<file path="src/hw/gpc_pkg.sv">
// Purpose: Constants and carrier types for the general purpose pin page
// Assumes: 125 MHz management clock, 16-bit management registers
// Notes:   Offsets are management register numbers, not byte addresses
package gpc_pkg;

	////////////////////////////////////////////////////////////////////////
	// Register numbers and page selection
	localparam logic [4:0]  ADDR_PIN_FUNC   = 5'h0D;
	localparam logic [4:0]  ADDR_PIN_FUNC2  = 5'h0E;
	localparam logic [4:0]  ADDR_PIN_LEVELS = 5'h0F;
	localparam logic [4:0]  ADDR_DRIVE      = 5'h10;
	localparam logic [4:0]  ADDR_DIRECTION  = 5'h11;
	localparam logic [4:0]  ADDR_MAC_LINK   = 5'h13;
	localparam logic [4:0]  ADDR_MUX_SETUP  = 5'h14;
	localparam logic [4:0]  ADDR_RSVD_LAST  = 5'h0C;
	localparam logic [4:0]  ADDR_RSVD_HIGH  = 5'h1E;
	localparam logic [4:0]  ADDR_PAGE_SEL   = 5'h1F;
	localparam logic [15:0] PAGE_GP         = 16'h0010;
	localparam logic [15:0] PAGE_MAIN       = 16'h0000;

	////////////////////////////////////////////////////////////////////////
	// Writable masks and reset values
	localparam logic [15:0] MASK_PIN_FUNC   = 16'h0F0F;
	localparam logic [15:0] MASK_PIN_FUNC2  = 16'hF7FF;
	localparam logic [15:0] MASK_GPIO       = 16'h3F33;
	localparam logic [15:0] MASK_MAC_LINK   = 16'hC00F;
	localparam logic [15:0] MASK_MUX_SETUP  = 16'hFE3F;
	localparam logic [15:0] RST_PIN_FUNC    = 16'h0000;
	localparam logic [15:0] RST_PIN_FUNC2   = 16'h2600;
	localparam logic [15:0] RST_GPIO        = 16'h0000;
	localparam logic [15:0] RST_MAC_LINK    = 16'h000F;
	localparam logic [15:0] RST_MUX_SETUP   = 16'h0010;

	////////////////////////////////////////////////////////////////////////
	// Field positions
	localparam int FLD_SD0      = 0;
	localparam int FLD_SD1      = 2;
	localparam int FLD_SCL0     = 8;
	localparam int FLD_SCL1     = 10;
	localparam int FLD_SDA      = 0;
	localparam int FLD_FLF      = 2;
	localparam int FLD_LDSV     = 4;
	localparam int FLD_PPS      = 6;
	localparam int FLD_PULSE_EN = 8;
	localparam int FLD_LED_TRI  = 9;
	localparam int FLD_TWI_TRI  = 10;
	localparam int FLD_HOLD_IN  = 11;
	localparam int FLD_HOLD_OUT = 12;
	localparam int FLD_HOLD_OEN = 13;
	localparam int FLD_SPI      = 14;
	localparam int FLD_MAC      = 14;
	localparam int FLD_LF_SRC   = 0;
	localparam int FLD_TWI_ADDR = 9;
	localparam int FLD_TWI_RATE = 4;
	localparam int FLD_MUX_EN   = 0;

	////////////////////////////////////////////////////////////////////////
	// Codes
	localparam logic [1:0] FN_DEDICATED = 2'h0;
	localparam logic [1:0] FN_GPIO      = 2'h3;
	localparam logic [1:0] MAC_SGMII    = 2'h0;
	localparam logic [1:0] MAC_QSGMII   = 2'h1;
	localparam logic [3:0] LF_PORT0     = 4'h0;
	localparam logic [3:0] LF_PORT1     = 4'h1;
	localparam logic [3:0] LF_OFF_MIN   = 4'hC;
	localparam logic [1:0] RATE_50K     = 2'h0;
	localparam logic [1:0] RATE_100K    = 2'h1;
	localparam logic [1:0] RATE_400K    = 2'h2;
	localparam logic [1:0] RATE_2M      = 2'h3;

	////////////////////////////////////////////////////////////////////////
	// Pins
	localparam int          NUM_PINS     = 14;
	localparam int          NUM_LEDS     = 8;
	localparam int          NUM_MUX      = 4;
	localparam logic [13:0] PIN_MASK     = 14'h3F33;
	localparam logic [13:0] TWI_PIN_MASK = 14'h0130;
	localparam int          PIN_FLF      = 9;

	////////////////////////////////////////////////////////////////////////
	// Serial clock rate, one tick per serial clock period
	localparam int CLK_HZ      = 125_000_000;
	localparam int HZ_50K      = 50_000;
	localparam int HZ_100K     = 100_000;
	localparam int HZ_400K     = 400_000;
	localparam int HZ_2M       = 2_000_000;
	localparam logic [11:0] DIV_50K  = 12'(CLK_HZ / HZ_50K);
	localparam logic [11:0] DIV_100K = 12'(CLK_HZ / HZ_100K);
	localparam logic [11:0] DIV_400K = 12'(CLK_HZ / HZ_400K);
	localparam logic [11:0] DIV_2M   = 12'(CLK_HZ / HZ_2M);

	////////////////////////////////////////////////////////////////////////
	// Carriers
	typedef struct packed {
		logic        wr;
		logic        rd;
		logic [4:0]  addr;
		logic [15:0] wdata;
	} gpc_mgmt_req_t;

	typedef struct packed {
		logic sel_gpio;
		logic gpio_out;
		logic gpio_dir;
		logic func_out;
		logic func_drive;
		logic float_high;
	} gpc_pad_ctl_t;

endpackage

</file>
<file path="src/hw/gpc_sync3.sv">
// Purpose: Three-stage input synchroniser with agreement filter
// Assumes: Inputs asynchronous to i_clk
// Notes:   Output follows only once stages two and three agree
`timescale 1ns/100ps
`default_nettype none
module gpc_sync3 #(
	parameter int W = 15
) (
	input  wire logic         i_clk,
	input  wire logic         i_nrst,
	input  wire logic [W-1:0] i_async,
	output logic      [W-1:0] o_level
);
	logic [W-1:0] s1_ff;
	logic [W-1:0] s2_ff;
	logic [W-1:0] s3_ff;
	logic [W-1:0] agree;

	always_ff @(posedge i_clk or negedge i_nrst) begin
		if (!i_nrst) begin
			s1_ff <= '0;
			s2_ff <= '0;
			s3_ff <= '0;
		end else begin
			s1_ff <= i_async;
			s2_ff <= s1_ff;
			s3_ff <= s2_ff;
		end
	end

	assign agree = ~(s2_ff ^ s3_ff);

	always_ff @(posedge i_clk or negedge i_nrst) begin
		if (!i_nrst) begin
			o_level <= '0;
		end else begin
			o_level <= (agree & s3_ff) | (~agree & o_level);
		end
	end
endmodule // gpc_sync3
`default_nettype wire

</file>
<file path="src/hw/gpc_pin_pad.sv">
// Purpose: Output stage of one multiplexed pin
// Assumes: Enable is active low, pin levels resolved outside
// Notes:   Float-high lets an external pull-up set the high level
`timescale 1ns/100ps
`default_nettype none
module gpc_pin_pad
	import gpc_pkg::*;
(
	input  wire gpc_pad_ctl_t i_ctl,
	output logic              o_out,
	output logic              o_oe_n
);
	logic drive;

	always_comb begin
		drive  = i_ctl.sel_gpio ? i_ctl.gpio_dir : i_ctl.func_drive;
		o_out  = i_ctl.sel_gpio ? i_ctl.gpio_out : i_ctl.func_out;
		// A high level is released rather than driven when floating
		o_oe_n = ~drive | (i_ctl.float_high & o_out);
	end
endmodule // gpc_pin_pad
`default_nettype wire

</file>
<file path="src/hw/gpc_pin_function_ctrl.sv">
// Purpose: General purpose page: pin functions, GPIO, mux setup
// Assumes: Management access in the i_clk domain, hard reset i_nrst
// Notes:   Read data appears one cycle after the read strobe
`timescale 1ns/100ps
`default_nettype none
module gpc_pin_function_ctrl
	import gpc_pkg::*;
(
	input  wire  logic                i_clk,
	input  wire  logic                i_nrst,
	input  wire  gpc_mgmt_req_t       i_mgmt,
	output logic [15:0]               o_mgmt_rdata,
	output logic                      o_page_active,
	input  wire  logic [NUM_PINS-1:0] i_pin_in,
	output logic [NUM_PINS-1:0]       o_pin_out,
	output logic [NUM_PINS-1:0]       o_pin_oe_n,
	input  wire  logic [NUM_PINS-1:0] i_func_out,
	input  wire  logic [NUM_PINS-1:0] i_func_drive,
	input  wire  logic                i_hold_in,
	output logic                      o_hold_out,
	output logic                      o_hold_oe_n,
	input  wire  logic [NUM_LEDS-1:0] i_led_val,
	output logic [NUM_LEDS-1:0]       o_led_out,
	output logic [NUM_LEDS-1:0]       o_led_oe_n,
	input  wire  logic [1:0]          i_port_link_fail,
	output logic [1:0]                o_mac_mode,
	output logic                      o_qsgmii_sel,
	output logic                      o_pulse13_en,
	input  wire  logic                i_serial_led_en,
	input  wire  logic                i_mux_rw_dir,
	output logic [7:0]                o_serial_addr_byte,
	output logic                      o_serial_rate_tick,
	output logic [NUM_MUX-1:0]        o_mux_port_en
);

	////////////////////////////////////////////////////////////////////////
	// Page select and write decode
	logic [15:0]         page_ff;
	logic [15:0]         pin_func_ff;
	logic [15:0]         pin_func2_ff;
	logic [15:0]         drive_ff;
	logic [15:0]         dir_ff;
	logic [15:0]         mac_link_ff;
	logic [15:0]         mux_setup_ff;
	logic [NUM_PINS:0]   sync_lvl;
	logic [15:0]         pin_levels;
	logic                hold_lvl;
	logic                page_gp;
	logic                wr_gp;
	logic [15:0]         rd_val;

	assign page_gp = (page_ff == PAGE_GP);
	assign wr_gp   = i_mgmt.wr & page_gp;
	assign o_page_active = page_gp;

	always_ff @(posedge i_clk or negedge i_nrst) begin
		if (!i_nrst) begin
			page_ff <= PAGE_MAIN;
		end else if (i_mgmt.wr && i_mgmt.addr == ADDR_PAGE_SEL) begin
			page_ff <= i_mgmt.wdata;
		end
	end

	////////////////////////////////////////////////////////////////////////
	// Page registers; only the hard reset clears them
	always_ff @(posedge i_clk or negedge i_nrst) begin
		if (!i_nrst) begin
			pin_func_ff  <= RST_PIN_FUNC;
			pin_func2_ff <= RST_PIN_FUNC2;
			drive_ff     <= RST_GPIO;
			dir_ff       <= RST_GPIO;
			mac_link_ff  <= RST_MAC_LINK;
			mux_setup_ff <= RST_MUX_SETUP;
		end else if (wr_gp) begin
			case (i_mgmt.addr)
				ADDR_PIN_FUNC: begin
					pin_func_ff <= i_mgmt.wdata & MASK_PIN_FUNC;
				end
				ADDR_PIN_FUNC2: begin
					// Readback bit is not storage
					pin_func2_ff <= i_mgmt.wdata & MASK_PIN_FUNC2;
				end
				ADDR_DRIVE: begin
					drive_ff <= i_mgmt.wdata & MASK_GPIO;
				end
				ADDR_DIRECTION: begin
					dir_ff <= i_mgmt.wdata & MASK_GPIO;
				end
				ADDR_MAC_LINK: begin
					mac_link_ff <= i_mgmt.wdata & MASK_MAC_LINK;
				end
				ADDR_MUX_SETUP: begin
					mux_setup_ff <= i_mgmt.wdata & MASK_MUX_SETUP;
				end
				default: begin
				end
			endcase
		end
	end

	////////////////////////////////////////////////////////////////////////
	// Input synchronisers for GPIO and power-hold pins
	gpc_sync3 #(
		.W (NUM_PINS + 1)
	) u_sync (
		.i_clk   (i_clk),
		.i_nrst  (i_nrst),
		.i_async ({i_hold_in, i_pin_in}),
		.o_level (sync_lvl)
	);

	assign hold_lvl   = sync_lvl[NUM_PINS];
	assign pin_levels = {2'b00, sync_lvl[NUM_PINS-1:0] & PIN_MASK};

	////////////////////////////////////////////////////////////////////////
	// Read path, registered
	always_comb begin
		rd_val = 16'h0000;
		if (page_gp) begin
			case (i_mgmt.addr)
				ADDR_PIN_FUNC:   rd_val = pin_func_ff;
				ADDR_PIN_FUNC2: begin
					rd_val = pin_func2_ff;
					rd_val[FLD_HOLD_IN] = hold_lvl;
				end
				ADDR_PIN_LEVELS: rd_val = pin_levels;
				ADDR_DRIVE:      rd_val = drive_ff;
				ADDR_DIRECTION:  rd_val = dir_ff;
				ADDR_MAC_LINK:   rd_val = mac_link_ff;
				ADDR_MUX_SETUP:  rd_val = mux_setup_ff;
				default:         rd_val = 16'h0000;
			endcase
		end
		if (i_mgmt.addr == ADDR_PAGE_SEL) begin
			rd_val = page_ff;
		end
	end

	always_ff @(posedge i_clk or negedge i_nrst) begin
		if (!i_nrst) begin
			o_mgmt_rdata <= 16'h0000;
		end else if (i_mgmt.rd) begin
			o_mgmt_rdata <= rd_val;
		end
	end

	////////////////////////////////////////////////////////////////////////
	// Pin function selection; reserved codes keep the dedicated function
	logic [NUM_PINS-1:0] sel_gpio;
	logic                lf_off;
	logic                lf_val;

	always_comb begin
		sel_gpio = '0;
		sel_gpio[0]  = pin_func_ff[FLD_SD0+:2] == FN_GPIO;
		sel_gpio[1]  = pin_func_ff[FLD_SD1+:2] == FN_GPIO;
		sel_gpio[4]  = pin_func_ff[FLD_SCL0+:2] == FN_GPIO;
		sel_gpio[5]  = pin_func_ff[FLD_SCL1+:2] == FN_GPIO;
		sel_gpio[8]  = pin_func2_ff[FLD_SDA+:2] == FN_GPIO;
		sel_gpio[9]  = pin_func2_ff[FLD_FLF+:2] == FN_GPIO;
		sel_gpio[10] = pin_func2_ff[FLD_LDSV+:2] == FN_GPIO;
		sel_gpio[11] = pin_func2_ff[FLD_PPS+:2] == FN_GPIO;
		sel_gpio[12] = pin_func2_ff[FLD_SPI+:2] == FN_GPIO;
		sel_gpio[13] = pin_func2_ff[FLD_SPI+:2] == FN_GPIO;
	end

	// Codes 2 to 11 are reserved; treated as disabled like 12 to 15
	always_comb begin
		lf_off = 1'b1;
		lf_val = 1'b0;
		case (mac_link_ff[FLD_LF_SRC+:4])
			LF_PORT0: begin
				lf_off = 1'b0;
				lf_val = i_port_link_fail[0];
			end
			LF_PORT1: begin
				lf_off = 1'b0;
				lf_val = i_port_link_fail[1];
			end
			default: begin
				lf_off = 1'b1;
				lf_val = 1'b0;
			end
		endcase
	end

	////////////////////////////////////////////////////////////////////////
	// Pin output stages
	genvar gi;
	generate
		for (gi = 0; gi < NUM_PINS; gi++) begin : g_pin
			if (PIN_MASK[gi]) begin : g_used
				gpc_pad_ctl_t ctl;
				always_comb begin
					ctl.sel_gpio   = sel_gpio[gi];
					ctl.gpio_out   = drive_ff[gi];
					ctl.gpio_dir   = dir_ff[gi];
					ctl.func_out   = (gi == PIN_FLF) ? lf_val : i_func_out[gi];
					ctl.func_drive = (gi == PIN_FLF) ? ~lf_off
						: i_func_drive[gi];
					ctl.float_high = TWI_PIN_MASK[gi] & ~sel_gpio[gi]
						& pin_func2_ff[FLD_TWI_TRI];
				end
				gpc_pin_pad u_pad (
					.i_ctl  (ctl),
					.o_out  (o_pin_out[gi]),
					.o_oe_n (o_pin_oe_n[gi])
				);
			end else begin : g_absent
				assign o_pin_out[gi]  = 1'b0;
				assign o_pin_oe_n[gi] = 1'b1;
			end
		end
		for (gi = 0; gi < NUM_LEDS; gi++) begin : g_led
			gpc_pad_ctl_t ctl;
			always_comb begin
				ctl.sel_gpio   = 1'b0;
				ctl.gpio_out   = 1'b0;
				ctl.gpio_dir   = 1'b0;
				ctl.func_out   = i_led_val[gi];
				ctl.func_drive = 1'b1;
				ctl.float_high = pin_func2_ff[FLD_LED_TRI];
			end
			gpc_pin_pad u_pad (
				.i_ctl  (ctl),
				.o_out  (o_led_out[gi]),
				.o_oe_n (o_led_oe_n[gi])
			);
		end
	endgenerate

	////////////////////////////////////////////////////////////////////////
	// Power-hold pin and mode outputs
	assign o_hold_oe_n  = pin_func2_ff[FLD_HOLD_OEN];
	assign o_hold_out   = pin_func2_ff[FLD_HOLD_OUT];
	// Sharing with the daisy-chain input is left to software
	assign o_pulse13_en = pin_func2_ff[FLD_PULSE_EN];
	assign o_mac_mode   = mac_link_ff[FLD_MAC+:2];
	assign o_qsgmii_sel = mac_link_ff[FLD_MAC+:2] == MAC_QSGMII;
	assign o_serial_addr_byte = {mux_setup_ff[FLD_TWI_ADDR+:7],
		i_mux_rw_dir};
	assign o_mux_port_en = mux_setup_ff[FLD_MUX_EN+:NUM_MUX]
		& ~{3'b000, i_serial_led_en};

	////////////////////////////////////////////////////////////////////////
	// Serial clock rate divider; a rate change applies to the period in progress
	logic [11:0] rate_div;
	logic [11:0] rate_cnt_ff;

	always_comb begin
		case (mux_setup_ff[FLD_TWI_RATE+:2])
			RATE_50K:  rate_div = DIV_50K;
			RATE_100K: rate_div = DIV_100K;
			RATE_400K: rate_div = DIV_400K;
			RATE_2M:   rate_div = DIV_2M;
			default:   rate_div = DIV_100K;
		endcase
	end

	always_ff @(posedge i_clk or negedge i_nrst) begin
		if (!i_nrst) begin
			rate_cnt_ff        <= 12'h000;
			o_serial_rate_tick <= 1'b0;
		end else if (rate_cnt_ff >= rate_div - 12'h001) begin
			rate_cnt_ff        <= 12'h000;
			o_serial_rate_tick <= 1'b1;
		end else begin
			rate_cnt_ff        <= rate_cnt_ff + 12'h001;
			o_serial_rate_tick <= 1'b0;
		end
	end
endmodule // gpc_pin_function_ctrl
`default_nettype wire

</file>
<file path="config.mk">
export PLATFORM = sky130hd
export DESIGN_NAME = gpc_pin_function_ctrl
export DESIGN_NICKNAME = d
export VERILOG_FILES = /design/src/hw/gpc_pkg.sv /design/src/hw/gpc_sync3.sv /design/src/hw/gpc_pin_pad.sv /design/src/hw/gpc_pin_function_ctrl.sv
export SDC_FILE = /design/constraint.sdc
export NUM_CORES = 1
export LEC_CHECK = 0
export BUFFER_PORTS_ARGS = -buffer_cell sky130_fd_sc_hd__buf_2
export CELL_PAD_IN_SITES_DETAIL_PLACEMENT = 1
export CELL_PAD_IN_SITES_GLOBAL_PLACEMENT = 1
export CORE_ASPECT_RATIO = 1.5
export CORE_MARGIN = 1
export CORE_UTILIZATION = 43
export CTS_CLUSTER_DIAMETER = 30
export DETAILED_ROUTE_END_ITERATION = 10
export MAX_ROUTING_LAYER = met4
export PLACE_DENSITY = 0.87
export SYNTH_ARGS = -nofsm -noshare
export SYNTH_HDL_FRONTEND = slang
export SYNTH_SLANG_ARGS = --single-unit
</file>
<file path="constraint.sdc">
create_clock -name i_clk -period 2.8 [get_ports i_clk]
set_clock_uncertainty 0.2 [all_clocks]
set_input_delay 0.14 -clock i_clk [delete_from_list [all_inputs] [get_ports i_clk]]
set_output_delay 0.14 -clock i_clk [all_outputs]
set_load 0.02 [all_outputs]
</file>
==> results of run 1 <==
worst max-delay path by stage:
stage / startpoint / endpoint / slack, ns / cells past startpoint
after floorplan: mux_setup_ff[4] / rate_cnt_ff[10] / 0.32 / 10
after global placement: mux_setup_ff[4] / rate_cnt_ff[3] / 0.36 / 10
after detailed placement: mux_setup_ff[4] / rate_cnt_ff[10] / 0.25 / 10
after CTS: mux_setup_ff[4] / rate_cnt_ff[1] / 0.16 / 10
after global routing: mux_setup_ff[4] / rate_cnt_ff[8] / 0.08 / 10
final: mux_setup_ff[4] / rate_cnt_ff[1] / 0.25 / 10
synth_stat cells (2+ instances only):
| cell type | instances |
|---|---|
| a211oi_1 | 2 |
| a21o_1 | 9 |
| a21oi_1 | 18 |
| a221o_1 | 3 |
| a22o_1 | 5 |
| a22oi_1 | 21 |
| a31oi_1 | 7 |
| a32oi_1 | 2 |
| and2_1 | 14 |
| and3_1 | 11 |
| and4_1 | 3 |
| buf_2 | 2 |
| buf_4 | 61 |
| buf_6 | 2 |
| clkbuf_1 | 9 |
| conb_1 | 2 |
| dfrtp_1 | 143 |
| dfstp_2 | 8 |
| ha_1 | 18 |
| inv_1 | 9 |
| maj3_1 | 11 |
| mux2_2 | 89 |
| mux2i_1 | 11 |
| nand2_1 | 37 |
| nand3_1 | 10 |
| nand4_1 | 2 |
| nor2_1 | 33 |
| nor2_2 | 3 |
| nor2_4 | 3 |
| nor2b_1 | 5 |
| nor3b_4 | 2 |
| nor4_1 | 4 |
| o211ai_1 | 2 |
| o21ai_0 | 3 |
| o21ai_1 | 3 |
| xnor2_1 | 4 |
| xor2_1 | 7 |
cell usage in the layout (no fill, tap or decap), drive strengths merged, types with 2 or more instances in the layout:
| cell type | synthesis | routed |
|---|---|---|
| buf | 66 | 152 |
| dfrtp | 143 | 143 |
| mux2 | 89 | 89 |
| nor2 | 39 | 39 |
| nand2 | 37 | 37 |
| dlygate4sd3 | 0 | 28 |
| a22oi | 21 | 21 |
| inv | 10 | 19 |
| a21oi | 18 | 18 |
| ha | 18 | 18 |
| clkbuf | 9 | 17 |
| and2 | 16 | 16 |
| and3 | 11 | 11 |
| mux2i | 11 | 11 |
| maj3 | 11 | 11 |
| nand3 | 11 | 11 |
| a21o | 9 | 9 |
| conb | 2 | 9 |
| dfstp | 8 | 8 |
| a31oi | 7 | 7 |
| xor2 | 7 | 7 |
| o21ai | 6 | 6 |
| nor2b | 5 | 5 |
| a22o | 5 | 5 |
| nor4 | 5 | 5 |
| xnor2 | 4 | 4 |
| clkinv | 0 | 4 |
| and4 | 3 | 3 |
| a221o | 3 | 3 |
| a211oi | 3 | 3 |
| diode | 0 | 2 |
| nand4 | 2 | 2 |
| o211ai | 2 | 2 |
| nor3b | 2 | 2 |
| a32oi | 2 | 2 |
| nor3 | 2 | 2 |
metrics by stage:
step / std cells / worst slack, ns
CTS: 945 / 0.1606
floorplan: 605 / 0.3236
detailed placement: 885 / 0.2470
finish: 950 / 0.2520
global route: 949 / 0.07726
global placement: 885 / 0.3608
sequential cells by signal, summed over array words and instances (netlist names), 6 cells and up, named ones only:
| register | flops |
|---|---|
| mux_setup_ff | 13 |
| pin_func_ff | 8 |
| o_mgmt_rdata | 16 |
| pin_func2_ff | 15 |
| dir_ff | 10 |
| u_sync.s2_ff | 11 |
| drive_ff | 10 |
| u_sync.s3_ff | 11 |
| u_sync.s1_ff | 11 |
| mac_link_ff | 6 |
| rate_cnt_ff | 12 |
| page_ff | 16 |
kinds of logic (layout without fill, tap and decap cells):
logic type | after synthesis | in the layout | share of synthesized area (%)
flops | 151 | 151 | 52.10
xor+xnor | 11 | 11 | 1.325
fa+ha+maj | 29 | 29 | 4.611
other cells | 2 | 11 | 0.1033
compound gates | 82 | 82 | 8.138
buf+inv | 85 | 222 | 7.777
mux | 100 | 100 | 15.30
simple gates | 138 | 138 | 10.65
power by group through the flow:
stage / logic (mW) / clock network, mW / registers (mW)
CTS: 0.463 / 2.37 / 2.40
global route: 0.501 / 2.47 / 2.41
floorplan: 0.256 / 0 / 2.42
global placement: 0.401 / 0 / 2.42
finish: 0.463 / 2.35 / 2.40
detailed placement: 0.422 / 0 / 2.43
routing by layer:
layer	global-route usage [%]	wire length, um	vias to the layer above
met2	46.73	11620	219
li1	-	-	2319
met4	15.13	997	0
met1	27.58	7733	2697
met3	5.892	1115	74
met5	-	0	-
final cells by class:
class / count / area, um2
timing repair buffer: 180 / 1102
tap: 206 / 257.7
clock inverter: 15 / 181.4
clock buffer: 17 / 425.4
fill: 1733 / 7661
sequential: 151 / 3789
multi-input combinational: 369 / 2944
inverter: 10 / 37.54
antenna: 2 / 5.005
worst register-to-register path: cells and delay by family (launching register included):
family          cells  cell delay (ns)
fa+ha+maj           2             0.55
simple gates        3             0.30
buf+inv             2             0.32
compound gates      2             0.34
flops               1             0.60
xor+xnor            1             0.12
what timing repair did:
item                       in CTS  in global routing
resized for setup               0                  0
hold endpoints to repair      147                  0
setup endpoints to repair       0                  8
setup buffers                   0                  3
hold buffers                   28                  0
==> results_dict.tcl, run 1 <==
set metrics [dict create \
    fp.dieW_um 108.2 \
    maxSlewViolCount 0 \
    cp.required_ns 2.92 \
    clockPowerShare_pct 45.1 \
    vias 5309 \
    status "finished, final reports clean" \
    post-route-drc-count 0 \
    track_usage_pct 26.91 \
    drt_first_pass_iters 5 \
    p_sw_share_pct 27.56 \
    mappedNetlistArea_mm2 0.007272 \
    drt-wirelength-per-cell_um 22.60 \
    port_buffers 135 \
    cp_cell_sequence "inv_1 -> ha_1 -> nor2_1 -> xnor2_1 -> ha_1 -> nand3_1 -> a21oi_1 -> a2bb2oi_1 -> buf_4 -> nor2b_1" \
    critical_path.startpoint_type "register" \
    grt_max_degree 67 \
    routed_wl_mm 21.47 \
    start_util_pct 44.33 \
    dp_hpwl_mm 14.40 \
    p_sw_mw 1.437 \
    maxSlewHeadroom_pct 49.57 \
    rsz0062_at_grt "no" \
    period_needed_ns 2.548 \
    insertion_delay_ns 0.43 \
    synth_top_area_share_pct 49.21 \
    finalNetCount 827 \
    drive_gt1_share_pct 40.30 \
    ios 160 \
    dieArea_mm2 0.01745 \
    vias_per_cell 5.588 \
    cts_buffers 17 \
    root_buffer "clkbuf_16" \
    tns_ns 0 \
    finalCritPeriodShare_pct 91.00 \
    synth_top_cell_by_area "dfrtp_1" \
    synthTopCellsByArea "dfrtp_1 49%, mux2_2 14%, buf_4 6.3%" \
    cts.sinks 151 \
    cp_slowest_cell "dfstp_2" \
    p_comb_share_pct 8.9 \
    critPathKind "reg -> reg" \
    r2r_cells 10 \
    design.core.area_mm2 0.01640 \
    r2r_start "mux_setup_ff[4]" \
    reg2reg_to "rate_cnt_ff[1]" \
    power_frac_seq_pct 46.0 \
    synth_cells 598 \
    r2r_slack_ns 0.25 \
    h-tree-depth 4 \
    fp.dieH_um 161.3 \
    async_reset_ff_share_pct 100.0 \
    synth_cell_types 57 \
    gp_congestion 0.8574 \
    grt_pass1_vias 6044 \
    synth-seq-area-share_pct 52.10 \
    final_util_pct 53.30 \
    core.rowCount 57 \
    hold_class "in -> reg" \
    yosys_warnings 0 \
    area_growth_pct 20.22 \
    tightest_slew_ns 0.7547 \
    overflow 0 \
    cts_buffer_depth 2 \
    crit_fanout 13 \
    ant_nets 0 \
    min_path_cells 4 \
    clk_pin_slew_ns 0.07 \
    dpl_cell_area_mm2 0.007828 \
    power.density_mw_per_mm2 596.2 \
    p_leak_nw 4.320 \
    cp_slowest_stage_delay_ns 0.60 \
    whs_ns 0.02723 \
    first_iter_violations 219 \
    finalHoldViolations 0 \
    internal_power_mw 3.776 \
    path_buf_inv 2 \
    cp.arrival_ns 2.67 \
    ir_worst_vdd_uv 390.9 \
    fmax_ghz 0.3925 \
    antenna_found_initial 1 \
    crit_path_frequent_cell "ha_1" \
    tritoncts "yes" \
    grt_pass1_wl_mm 33.55 \
    hold_start "i_mgmt[21]" \
    drv_cap 0 \
    end_kind "register" \
    synth_seq_cells 151 \
    setup_viol 0 \
    synth_edf_count 0 \
    whs_endpoint "o_mgmt_rdata[1]" \
    p_total_mw 5.212 \
    critical-path-top-delay-family "flip-flops" \
    design_area_mm2 0.008742 \
    synth_ff_type "dfrtp_1" \
    synth.avg_cell_area_um2 12.16 \
]
(Power assumes the default switching activity.)
==> run 2, diff against run 1 <==
--- a/config.mk
+++ b/config.mk
@@ -10,11 +10,11 @@
 export CELL_PAD_IN_SITES_GLOBAL_PLACEMENT = 1
 export CORE_ASPECT_RATIO = 1.5
 export CORE_MARGIN = 1
-export CORE_UTILIZATION = 43
+export CORE_UTILIZATION = 23
 export CTS_CLUSTER_DIAMETER = 30
 export DETAILED_ROUTE_END_ITERATION = 10
 export MAX_ROUTING_LAYER = met4
-export PLACE_DENSITY = 0.87
+export PLACE_DENSITY = 0.55
 export SYNTH_ARGS = -nofsm -noshare
 export SYNTH_HDL_FRONTEND = slang
 export SYNTH_SLANG_ARGS = --single-unit
==> results_dict.tcl, run 2 (synthesis gave the netlist of run 1 again) <==
set metrics [dict create \
    status "finished, final reports clean" \
    routed_wl_mm 20.79 \
    grt_pass1_vias 5359 \
    p_total_mw 5.209 \
    root_buffer "clkbuf_16" \
    cp-startpoint "mux_setup_ff[4]" \
    design_area_mm2 0.008991 \
    r2r_start "mux_setup_ff[4]" \
    insertion_delay_ns 0.43 \
    end_kind "register" \
    ios 160 \
    critPathCapture "rate_cnt_ff[6]" \
    drt_first_pass_iters 4 \
    hold_class "in -> out" \
    cp_slowest_stage_delay_ns 0.65 \
    design.core.area_mm2 0.03104 \
    cts_buffer_depth 2 \
    period_needed_ns 2.519 \
    setup_viol 0 \
    drive_gt1_share_pct 39.68 \
    final_cell_mix "143 x dfrtp_1, 134 x buf_2, 89 x mux2_2" \
    cp.depth 10 \
    wl_met3_um 938 \
    critical-path-top-delay-family "flip-flops" \
    fp.dieH_um 219.8 \
    p_leak_nw 4.300 \
    start_util_pct 23.43 \
    n_fill_cell 3482 \
    cp_slowest_cell "dfstp_2" \
    power_frac_seq_pct 45.9 \
    p_comb_share_pct 8.7 \
    p_sw_mw 1.291 \
    dpl_cell_area_mm2 0.008089 \
    p_sw_share_pct 24.78 \
    critical_path.startpoint_type "register" \
    power.density_mw_per_mm2 579.3 \
    finalHoldViolations 0 \
    first_iter_violations 213 \
    cts_buffers 17 \
    vias 4958 \
    reg.largest.list "o_mgmt_rdata x16, page_ff x16, pin_func2_ff x15" \
    clk_pin_slew_ns 0.06 \
    gp_congestion 0.7247 \
    drv_cap 0 \
    tritoncts "yes" \
    maxSlewViolCount 0 \
    r2r_cells 10 \
    post-route-drc-count 0 \
    grt_pass1_wl_mm 32.58 \
    core.rowCount 79 \
    h-tree-depth 4 \
    top_layer "met4" \
    dieArea_mm2 0.03235 \
    cts_setup_buffers 0 \
    fp.dieW_um 147.2 \
    finalNetCount 826 \
    ir_worst_vdd_uv 381.0 \
    finalCritPeriodShare_pct 89.98 \
    overflow 0 \
    rsz0062_at_grt "no" \
    antenna_found_initial 1 \
    maxSlewHeadroom_pct 44.75 \
    tns_ns 0 \
    setup_slack_ns 0.2806 \
    internal_power_mw 3.918 \
    ant_nets 0 \
    crit_fanout 13 \
    dpl_worst_slack_ns 0.2607 \
    reg2reg_to "rate_cnt_ff[6]" \
    route.met2.wl_mm 11.03 \
    clockPowerShare_pct 45.4 \
    cp.required_ns 2.91 \
    track_usage_pct 14.06 \
    cp.arrival_ns 2.63 \
    wl_met1_mm 8.429 \
    grt_max_degree 134 \
    r2r_slack_ns 0.28 \
    tightest_slew_ns 0.8260 \
    cp_cell_sequence "inv_1 -> ha_1 -> nor2_1 -> xnor2_1 -> ha_1 -> nand3_1 -> a21oi_1 -> a2bb2oi_1 -> buf_4 -> nor2_1" \
    path_buf_inv 2 \
    drt-wirelength-per-cell_um 18.13 \
    fmax_ghz 0.3969 \
    area_growth_pct 23.64 \
    vias_per_cell 4.323 \
    critPathKind "reg -> reg" \
    dp_hpwl_mm 15.45 \
    final_common_cell "dfrtp_1" \
    cts.sinks 151 \
    port_buffers 135 \
]
## run 2: cell count changes in the layout (fill, tap and decap cells not counted), sizes merged, moves of 2 or more
| cell | before | now |
|---|---|---|
| bufinv | 1 | 3 |
| buf | 152 | 149 |
| clkbuf | 17 | 20 |
| inv | 19 | 10 |
| clkinvlp | 1 | 4 |
| dlygate4sd3 | 28 | 30 |
## run 2: how the worst min path moves through the flow
stage,slack [ns],endpoint,start,cells past startpoint
after global placement,-0.21,u_sync.s1_ff[14],i_nrst,1
after CTS,0.08,o_serial_addr_byte[0],i_mux_rw_dir,0
after global routing,0.08,o_serial_addr_byte[0],i_mux_rw_dir,0
after floorplan,-0.36,async pin,i_nrst,0
final,0.08,o_serial_addr_byte[0],i_mux_rw_dir,0
after detailed placement,-0.21,u_sync.s1_ff[14],i_nrst,1
## run 2: power groups by stage
stage / Combinational, mW / Sequential (mW) / Clock (mW)
final: 0.452 / 2.39 / 2.36
after global routing: 0.501 / 2.41 / 2.52
after CTS: 0.463 / 2.39 / 2.42
after detailed placement: 0.429 / 2.43 / 0
after global placement: 0.420 / 2.43 / 0
after floorplan: 0.256 / 2.42 / 0
## run 2: final cells by class
class	count	area [um2]	area share, %
multi-input cells	369	2944	32.74
clock inverters	12	152.6	1.698
diodes	1	2.502	0.02783
flip-flops and latches	151	3789	42.14
well taps	405	506.7	5.636
inverters	10	37.54	0.4175
repair buffers	179	1112	12.37
clock buffers	20	446.7	4.968
## run 2: timing repair
action	in CTS	in global routing
hold buffers	30	0
endpoints found under the hold margin	235	0
gates resized for setup	0	0
## run 2: metal layers
layer,track usage (%),vias to the layer above
met5,-,-
met4,4.948,0
met3,3.251,28
met2,24.89,120
met1,15.35,2496
li1,-,2314
## run 2: stage by stage
step	cells	utilization, %	hold WS, ns
3_5_place_dp	1084	26.06	-0.2118
3_3_place_gp	1084	26.06	-0.2085
6_report	1147	28.97	0.08004
5_1_grt	1147	28.97	0.08012
4_1_cts	1146	28.96	0.08014
2_1_floorplan	605	-	-0.3556
